[src/design/ttr_cfg.svh]
`ifndef TTR_CFG_SVH
`define TTR_CFG_SVH

// register addresses (7-bit spi address space)
`define TTR_ADDR_TEMP_CTRL   7'h4e
`define TTR_ADDR_TEMP_READ   7'h4f
`define TTR_ADDR_LNA         7'h58
`define TTR_ADDR_PA1         7'h5a
`define TTR_ADDR_PA2         7'h5c
`define TTR_ADDR_DAGC        7'h6f
`define TTR_ADDR_AFC         7'h71

// temperature control fields
`define TTR_CTRL_START_BIT   3
`define TTR_CTRL_RUN_BIT     2
`define TTR_CTRL_HIGH_ZERO   4'h0
`define TTR_CTRL_LOW_FILL    2'h1

// reset values and documented settings
`define TTR_RST_LNA          8'h1b
`define TTR_LNA_HIGH_SENS    8'h2d
`define TTR_RST_PA1          8'h55
`define TTR_PA1_BOOST        8'h5d
`define TTR_RST_PA2          8'h70
`define TTR_PA2_BOOST        8'h7c
`define TTR_RST_DAGC         8'h30
`define TTR_DAGC_NORMAL      8'h00
`define TTR_DAGC_LOW_BETA    8'h20
`define TTR_RST_AFC          8'h00
`define TTR_UNMAPPED_READ    8'h00

// offset step of the low index correction, in hz
`define TTR_AFC_STEP_HZ      17'h001e8
// reading = base minus die temperature; base is an uncalibrated origin
`define TTR_TEMP_BASE        8'h80

// timing
`define TTR_CLK_PERIOD_NS    32'h00000014
`define TTR_NS_PER_MS        32'h000f4240
`define TTR_POR_WAIT_MS      32'h0000000a
`define TTR_MAN_WAIT_MS      32'h00000005
`define TTR_CONV_CYCLES      32'h00000400

// spi framing
`define TTR_LAST_BIT         3'h7

`endif

[src/design/ttr_pkg.sv]
package ttr_pkg;

   typedef enum logic [2:0] {
      TTR_SPI_IDLE = 3'b001,
      TTR_SPI_ADDR = 3'b010,
      TTR_SPI_DATA = 3'b100
   } ttr_spi_e;

   typedef struct packed {
      logic [2:0] sck_sy;
      logic [2:0] mosi_sy;
      logic [2:0] nss_sy;
      logic [2:0] rst_sy;
      logic       sck_f;
      logic       mosi_f;
      logic       nss_f;
      logic       rst_f;
      ttr_spi_e   spi;
      logic [2:0] bit_cnt;
      logic [7:0] rx_sh;
      logic [7:0] tx_sh;
      logic [6:0] addr;
      logic       wnr;
      logic       miso;
      logic       miso_oe;
      logic [7:0] lna;
      logic [7:0] pa1;
      logic [7:0] pa2;
      logic [7:0] dagc;
      logic [7:0] afc;
      logic [7:0] reading;
      logic       busy;
      logic [15:0] conv_cnt;
      logic       ready;
      logic [19:0] wait_cnt;
      logic       ready_clock_output;
      logic       high_sens;
      logic [16:0] freq_off;
   } ttr_state_s;

endpackage : ttr_pkg

[src/design/ttr_regs.sv]
// Operation
// - writing one to start bit launches a conversion; start bit reads zero
// - running flag reads one during conversion, zero once done
// - reading is 8-bit read-only, falling one count per degree
// - sensitivity 0x1b selects normal, 0x2d selects high sensitivity
// - first high-power register 0x55 normally, host writes 0x5d for boost
// - second high-power register 0x70 normally, host writes 0x7c for boost
// - fading gain 0x00 normal; 0x20 with low index correction, else 0x30
// - offset equals register times 488 hz when correction enabled; resets zero
// - power-on reset at supply, manual reset through reset pin
// - clock output starts toggling once ready; activity means ready
`timescale 1ns/10ps
`include "ttr_cfg.svh"

module ttr_regs #(
   parameter int POR_WAIT_CYCLES = `TTR_POR_WAIT_MS * `TTR_NS_PER_MS / `TTR_CLK_PERIOD_NS,
   parameter int MAN_WAIT_CYCLES = `TTR_MAN_WAIT_MS * `TTR_NS_PER_MS / `TTR_CLK_PERIOD_NS,
   parameter int CONV_CYCLES     = `TTR_CONV_CYCLES
) (
   input  wire logic        core_clk_i,
   input  wire logic        sys_rst_i,
   input  wire logic        ce_i,
   input  wire logic        spi_sck_i,
   input  wire logic        spi_mosi_i,
   input  wire logic        spi_nss_i,
   output logic             spi_miso_o,
   output logic             spi_miso_oe_o,
   input  wire logic        reset_pin_i,
   input  wire logic        low_index_correction_enable_i,
   input  wire logic [7:0]  die_temp_i,
   output logic             ready_clock_output_o,
   output logic             dev_ready_o,
   output logic             rx_blocked_o,
   output logic [7:0]       rx_gain_select_o,
   output logic             rx_high_sens_o,
   output logic [7:0]       hipower_tune_a_o,
   output logic [7:0]       hipower_tune_b_o,
   output logic [7:0]       fading_gain_setting_o,
   output logic [16:0]      freq_offset_hz_o
);

   ttr_pkg::ttr_state_s st_r;
   ttr_pkg::ttr_state_s st_nxt;

   logic       sck_new;
   logic       mosi_new;
   logic       nss_new;
   logic       rst_new;
   logic       sck_rise;
   logic       sck_fall;
   logic [7:0] rx_next;
   logic       byte_done;
   logic       live;

   // a pin level counts only once the second and third stages agree
   assign sck_new   = (st_r.sck_sy[1] == st_r.sck_sy[2]) ? st_r.sck_sy[1] : st_r.sck_f;
   assign mosi_new  = (st_r.mosi_sy[1] == st_r.mosi_sy[2]) ? st_r.mosi_sy[1] : st_r.mosi_f;
   assign nss_new   = (st_r.nss_sy[1] == st_r.nss_sy[2]) ? st_r.nss_sy[1] : st_r.nss_f;
   assign rst_new   = (st_r.rst_sy[1] == st_r.rst_sy[2]) ? st_r.rst_sy[1] : st_r.rst_f;
   assign sck_rise  = sck_new & ~st_r.sck_f;
   assign sck_fall  = ~sck_new & st_r.sck_f;
   assign rx_next   = {st_r.rx_sh[6:0], mosi_new};
   assign byte_done = sck_rise && (st_r.bit_cnt == `TTR_LAST_BIT) && !nss_new;
   assign live      = st_r.ready && !rst_new;

   function automatic logic [7:0] rd_mux(input logic [6:0] a, input ttr_pkg::ttr_state_s s);
      logic [7:0] v;
      v = `TTR_UNMAPPED_READ;
      if (a == `TTR_ADDR_TEMP_CTRL) begin
         v = {`TTR_CTRL_HIGH_ZERO, 1'b0, s.busy, `TTR_CTRL_LOW_FILL};
      end else if (a == `TTR_ADDR_TEMP_READ) begin
         v = s.reading;
      end else if (a == `TTR_ADDR_LNA) begin
         v = s.lna;
      end else if (a == `TTR_ADDR_PA1) begin
         v = s.pa1;
      end else if (a == `TTR_ADDR_PA2) begin
         v = s.pa2;
      end else if (a == `TTR_ADDR_DAGC) begin
         v = s.dagc;
      end else if (a == `TTR_ADDR_AFC) begin
         v = s.afc;
      end
      return v;
   endfunction : rd_mux

   always_comb begin
      st_nxt = st_r;
      // first stage feeds only the second
      st_nxt.sck_sy  = {st_r.sck_sy[1:0], spi_sck_i};
      st_nxt.mosi_sy = {st_r.mosi_sy[1:0], spi_mosi_i};
      st_nxt.nss_sy  = {st_r.nss_sy[1:0], spi_nss_i};
      st_nxt.rst_sy  = {st_r.rst_sy[1:0], reset_pin_i};
      st_nxt.sck_f   = sck_new;
      st_nxt.mosi_f  = mosi_new;
      st_nxt.nss_f   = nss_new;
      st_nxt.rst_f   = rst_new;
      st_nxt.high_sens = (st_r.lna == `TTR_LNA_HIGH_SENS);
      st_nxt.freq_off  = low_index_correction_enable_i ?
                         17'(st_r.afc * `TTR_AFC_STEP_HZ) : 17'h00000;
      if (rst_new) begin
         // manual reset: settings and control back to defaults, reading kept, held while pin is high
         st_nxt.lna      = `TTR_RST_LNA;
         st_nxt.pa1      = `TTR_RST_PA1;
         st_nxt.pa2      = `TTR_RST_PA2;
         st_nxt.dagc     = `TTR_RST_DAGC;
         st_nxt.afc      = `TTR_RST_AFC;
         st_nxt.busy     = 1'b0;
         st_nxt.conv_cnt = 16'h0000;
         st_nxt.ready    = 1'b0;
         st_nxt.wait_cnt = 20'(MAN_WAIT_CYCLES);
         st_nxt.ready_clock_output   = 1'b0;
         st_nxt.spi      = ttr_pkg::TTR_SPI_IDLE;
         st_nxt.miso_oe  = 1'b0;
         st_nxt.miso     = 1'b0;
      end else if (!st_r.ready) begin
         // spi is deaf until ready; the host is told so by the quiet clock output
         if (st_r.wait_cnt != 20'h00000) begin
            st_nxt.wait_cnt = st_r.wait_cnt - 20'h00001;
         end else begin
            st_nxt.ready = 1'b1;
         end
      end else begin
         st_nxt.ready_clock_output = ~st_r.ready_clock_output;
         if (st_r.busy) begin
            if (st_r.conv_cnt == 16'h0000) begin
               st_nxt.busy    = 1'b0;
               st_nxt.reading = `TTR_TEMP_BASE - die_temp_i;
            end else begin
               st_nxt.conv_cnt = st_r.conv_cnt - 16'h0001;
            end
         end
         if (nss_new) begin
            st_nxt.spi     = ttr_pkg::TTR_SPI_IDLE;
            st_nxt.miso_oe = 1'b0;
         end else begin
            case (st_r.spi)
               ttr_pkg::TTR_SPI_IDLE: begin
                  st_nxt.spi     = ttr_pkg::TTR_SPI_ADDR;
                  st_nxt.bit_cnt = 3'h0;
                  st_nxt.tx_sh   = 8'h00;
                  st_nxt.miso    = 1'b0;
                  st_nxt.miso_oe = 1'b1;
               end
               ttr_pkg::TTR_SPI_ADDR: begin
                  if (byte_done) begin
                     st_nxt.wnr   = rx_next[7];
                     st_nxt.addr  = rx_next[6:0];
                     st_nxt.tx_sh = rd_mux(rx_next[6:0], st_r);
                     st_nxt.spi   = ttr_pkg::TTR_SPI_DATA;
                  end
               end
               ttr_pkg::TTR_SPI_DATA: begin
                  if (byte_done) begin
                     // burst: address advances after every data byte
                     st_nxt.addr  = st_r.addr + 7'h01;
                     st_nxt.tx_sh = rd_mux(st_r.addr + 7'h01, st_r);
                     if (st_r.wnr) begin
                        if (st_r.addr == `TTR_ADDR_TEMP_CTRL) begin
                           // start is a strobe, never stored; retrigger while busy is ignored
                           if (rx_next[`TTR_CTRL_START_BIT] && !st_r.busy) begin
                              st_nxt.busy     = 1'b1;
                              st_nxt.conv_cnt = 16'(CONV_CYCLES - 1);
                           end
                        end else if (st_r.addr == `TTR_ADDR_LNA) begin
                           st_nxt.lna = rx_next;
                        end else if (st_r.addr == `TTR_ADDR_PA1) begin
                           st_nxt.pa1 = rx_next;
                        end else if (st_r.addr == `TTR_ADDR_PA2) begin
                           st_nxt.pa2 = rx_next;
                        end else if (st_r.addr == `TTR_ADDR_DAGC) begin
                           st_nxt.dagc = rx_next;
                        end else if (st_r.addr == `TTR_ADDR_AFC) begin
                           st_nxt.afc = rx_next;
                        end
                     end
                  end
               end
               default: begin
                  st_nxt.spi = ttr_pkg::TTR_SPI_IDLE;
               end
            endcase
            if (sck_rise) begin
               st_nxt.rx_sh   = rx_next;
               st_nxt.bit_cnt = st_r.bit_cnt + 3'h1;
            end
            if (sck_fall && (st_r.spi != ttr_pkg::TTR_SPI_IDLE)) begin
               st_nxt.miso  = st_r.tx_sh[7];
               st_nxt.tx_sh = {st_r.tx_sh[6:0], 1'b0};
            end
         end
      end
   end

   always_ff @(posedge core_clk_i or posedge sys_rst_i) begin
      if (sys_rst_i) begin
         // power-on reset
         st_r          <= '0;
         st_r.nss_sy   <= 3'h7;
         st_r.nss_f    <= 1'b1;
         st_r.spi      <= ttr_pkg::TTR_SPI_IDLE;
         st_r.lna      <= `TTR_RST_LNA;
         st_r.pa1      <= `TTR_RST_PA1;
         st_r.pa2      <= `TTR_RST_PA2;
         st_r.dagc     <= `TTR_RST_DAGC;
         st_r.afc      <= `TTR_RST_AFC;
         st_r.wait_cnt <= 20'(POR_WAIT_CYCLES);
      end else if (ce_i) begin
         st_r <= st_nxt;
      end
   end

   assign spi_miso_o            = st_r.miso;
   assign spi_miso_oe_o         = st_r.miso_oe;
   assign ready_clock_output_o  = st_r.ready_clock_output;
   assign dev_ready_o           = st_r.ready;
   assign rx_blocked_o          = st_r.busy;
   assign rx_gain_select_o      = st_r.lna;
   assign rx_high_sens_o        = st_r.high_sens;
   assign hipower_tune_a_o      = st_r.pa1;
   assign hipower_tune_b_o      = st_r.pa2;
   assign fading_gain_setting_o = st_r.dagc;
   assign freq_offset_hz_o      = st_r.freq_off;
endmodule : ttr_regs

[config.mk]
export PLATFORM = sky130hd
export DESIGN_NAME = ttr_regs
export DESIGN_NICKNAME = d
export VERILOG_FILES = /design/src/design/ttr_pkg.sv /design/src/design/ttr_regs.sv
export VERILOG_INCLUDE_DIRS = /design/src /design/src/design
export SDC_FILE = /design/constraint.sdc
export NUM_CORES = 1
export LEC_CHECK = 0
export CAP_MARGIN = 10
export CORE_MARGIN = 2
export CORE_UTILIZATION = 65
export CTS_BUF_LIST = sky130_fd_sc_hd__clkbuf_4 sky130_fd_sc_hd__clkbuf_8
export DETAILED_ROUTE_END_ITERATION = 6
export DONT_BUFFER_PORTS = 1
export MAX_ROUTING_LAYER = met4
export PLACE_DENSITY = 0.79
export SETUP_SLACK_MARGIN = 0.4
export SYNTH_ARGS = -nofsm -noshare
export SYNTH_HDL_FRONTEND = slang
export SYNTH_SLANG_ARGS = --single-unit
[constraint.sdc]
create_clock -name core_clk_i -period 14.42 [get_ports core_clk_i]
set_input_delay 2.884 -clock core_clk_i [delete_from_list [all_inputs] [get_ports core_clk_i]]
set_output_delay 2.884 -clock core_clk_i [all_outputs]
set_load 0.01 [all_outputs]
==> metrics.yaml <==
synth_top_cell_area_share: 0.311
crit_chain: "inv_1 > fa_1 > inv_1 > fa_1 > inv_1 > fa_1 > inv_1 > ha_1 > a21o_1 > a21oi_1 > nor2b_1 > o21a_1 > o41a_1 > xnor2_1 > o22ai_1"
hold_class: "register to register"
viasPerCell: 6.53
netSwitchingPower_uw: 467
hold_viol_final: 0
cts_tree: "built"
clkPwrFrac: 0.279
numCtsBuffers: 17
area_delta_synth_final_pct: 0.689
fin_crit_ns: 4.22
cts_buffer_depth: 2
synthFlopType: "dfrtp_1"
antenna_left: 0
final_area_sq_um: 10000
worst_pin_slew_ns: 1.15
cp.required_ns: 14.77
die_w_microns: 128
synth.distinct_cells: 92
clk_pin_slew_ns: 0.10
final.setup.tns_ns: 0
yosys-top-cells-count: "124 x dfrtp_1, 95 x nand2_1, 76 x inv_1, 70 x nor2_1, 67 x a21oi_1"
synth_cells: 1077
relSlewSlack: 0.228
p_leak_uw: 0.00439
drtIter0Drc: 765
vias: 7811
grt_max_degree: 79
htreeDepth: 4
synth_edf_count: 0
p_seq_frac: 0.500
ir_drop_v: 0.000122
critPathMaxStageDelay_ns: 0.59
clock_skew_ns: 0.0172
start_kind: "register"
critPathKind: "register to register"
rsz0062_at_grt: "false"
io_buffers: 0
syn_area_per_cell_sq_um: 9.26
outcome: "finished clean"
rows: 45
dr.pass1.iters: 7
drt-total-wl_mm: 24.7
nNetsFinal: 1069
core-area_sq_um: 15100
grt_use_total: 0.324
slowest_stage: "dfrtp_1"
insertedDiodeCount: 0
start_util: 0.661
power_density_nw_per_um2: 119
synth_top_area_cell: "dfrtp_1"
synth-seq-area-share: 0.377
p_sw_frac: 0.390
dp_hpwl_mm: 17.1
clk_latency_ns: 0.47
cp_max_fo: 8
grt.overflow.total: 0
cap_violations: 0
synth_area_leaders: "dfrtp_1 31%, dfstp_2 6.6%, mux2_2 5.2%"
setup_viol: 0
cts_hold_buf: 0
placed_cell_area_sq_um: 9640
cts_root_buf: "clkbuf_8"
ys_ff_latch: 149
cts_setup_buffers: 0
slew_violations: 0
synthArstFlopShare: 1.00
remaining_drc_errors: 0
p_int_uw: 730
cts_resized: 0
grt_pass1_wl_mm: 40.4
fillers: 1195
antenna_found_initial: 0
synth_most_common_cell: "dfrtp_1"
syn_area_sq_um: 9980
clock.fmax_ghz: 0.237
share_comb_of_total_power: 0.222
chipHeight_microns: 128
yosysWarnings: 0
avgRoutedWirePerCell_microns: 20.7
dieArea_sq_um: 16400
io_pins: 71
fin_crit_sh: 0.293
drive_above_1_share: 0.143
cts_sinks: 149
place.gp.congestion: 0.976
cp-end-kind: "register"
first_global_vias: 7440
crit_top_cell: "inv_1"
worstPathArrival_ns: 4.57
-- registers in the layout, summed over array words and instances, names as in the netlist, 7 cells and up --
register               count
hipower_tune_b_o           8
st_nxt                     8
fading_gain_setting_o      8
freq_offset_hz_o          14
st_r                      82
rx_gain_select_o           8
rx_next                    7
hipower_tune_a_o           8
-- placed cells by master, fill, tap and decap left out, types with 6 or more instances in the layout --
master	synthesis	routed
buf_4	51	8
inv_8	0	6
dfrtp_1	124	124
o31ai_1	6	6
nor3_1	23	23
nor2b_1	12	12
mux2_2	46	46
nor4_1	8	8
nand3_1	22	22
xor2_1	11	11
xnor2_1	18	18
o22ai_1	13	13
fa_1	18	18
a31oi_1	17	17
o21ai_0	65	64
a21oi_1	67	67
a22oi_1	15	15
a22o_1	14	14
clkbuf_8	0	17
nand2_1	95	95
dfstp_2	25	25
nor3b_1	6	6
o21a_1	7	7
ha_1	39	39
o21ai_1	5	6
and2_1	8	8
a21o_1	9	9
nor2_1	70	70
inv_1	76	75
and3_1	14	14
nand4b_1	6	6
o21ai_2	7	7
nand2b_1	10	10
mux2i_1	6	6
-- worst paths after layout --
check                      slack, ns      start                    to  depth (start not counted)
setup / recovery               10.20   st_r[66]  freq_offset_hz_o[15]                         15
hold / removal                  0.49   st_r[36]              st_r[36]                          2
setup reg to reg               10.20   st_r[66]  freq_offset_hz_o[15]                         15
hold reg to reg                 0.49   st_r[36]              st_r[36]                          2
max in group asynchronous      10.69  sys_rst_i             st_r[116]                          2
min in group asynchronous       2.37  sys_rst_i              st_r[31]                          1
-- critical path, delay by kind of cell (launching register included) --
kind	cells	cell delay (ns)
flops	1	0.59
fa+ha+maj	4	1.98
simple gates	1	0.08
compound gates	5	1.01
xor+xnor	1	0.15
buf+inv	4	0.29
-- cell families after synthesis --
logic type               after synthesis  share of synthesized area
adder cells (fa/ha/maj)               60                     0.0880
other                                  1                   0.000376
buffers and inverters                186                     0.0937
XOR/XNOR                              29                     0.0255
AO/OA/AOI/OAI                        278                      0.184
multiplexers                          57                     0.0643
AND/OR/NAND/NOR                      317                      0.168
flip-flops                           149                      0.377
-- power groups by stage --
stage | clock [uW] | sequential (uW) | combinational [uW]
2_1_floorplan | 0 | 545 | 264
3_3_place_gp | 0 | 600 | 250
3_5_place_dp | 0 | 602 | 260
4_1_cts | 337 | 594 | 265
5_1_grt | 354 | 606 | 301
6_report | 334 | 598 | 265
-- per-layer routing --
metal,GRT usage,wire [microns],vias up
met3,0.0747,2100,78
met4,0.142,1060,0
li1,-,-,3613
met5,-,0,-
met2,0.469,11000,349
met1,0.439,10500,3771
-- per-stage QoR --
step	instances	hold slack, ns	setup slack (ns)	utilization	power, uW
CTS	1197	0.483	10.21	0.666	1200
global placement	1165	0.464	9.83	0.639	851
global route	1197	0.506	9.94	0.666	1260
detailed placement	1165	0.468	9.76	0.639	862
finish	1197	0.485	10.20	0.666	1200
floorplan	1079	0.444	7.57	-	809
-- final cells by class --
type                            instances  area [sq um]  share of cell area
Multi-Input combinational cell        744          5290               0.527
Sequential cell                       149          3760               0.374
Inverter                               76           290              0.0289
Tap cell                              188           235              0.0234
Clock buffer                           17           234              0.0233
Clock inverter                         15           176              0.0176
Timing Repair Buffer                    8          60.1             0.00598
No activity file was read; power rests on OpenSTA's default activity.
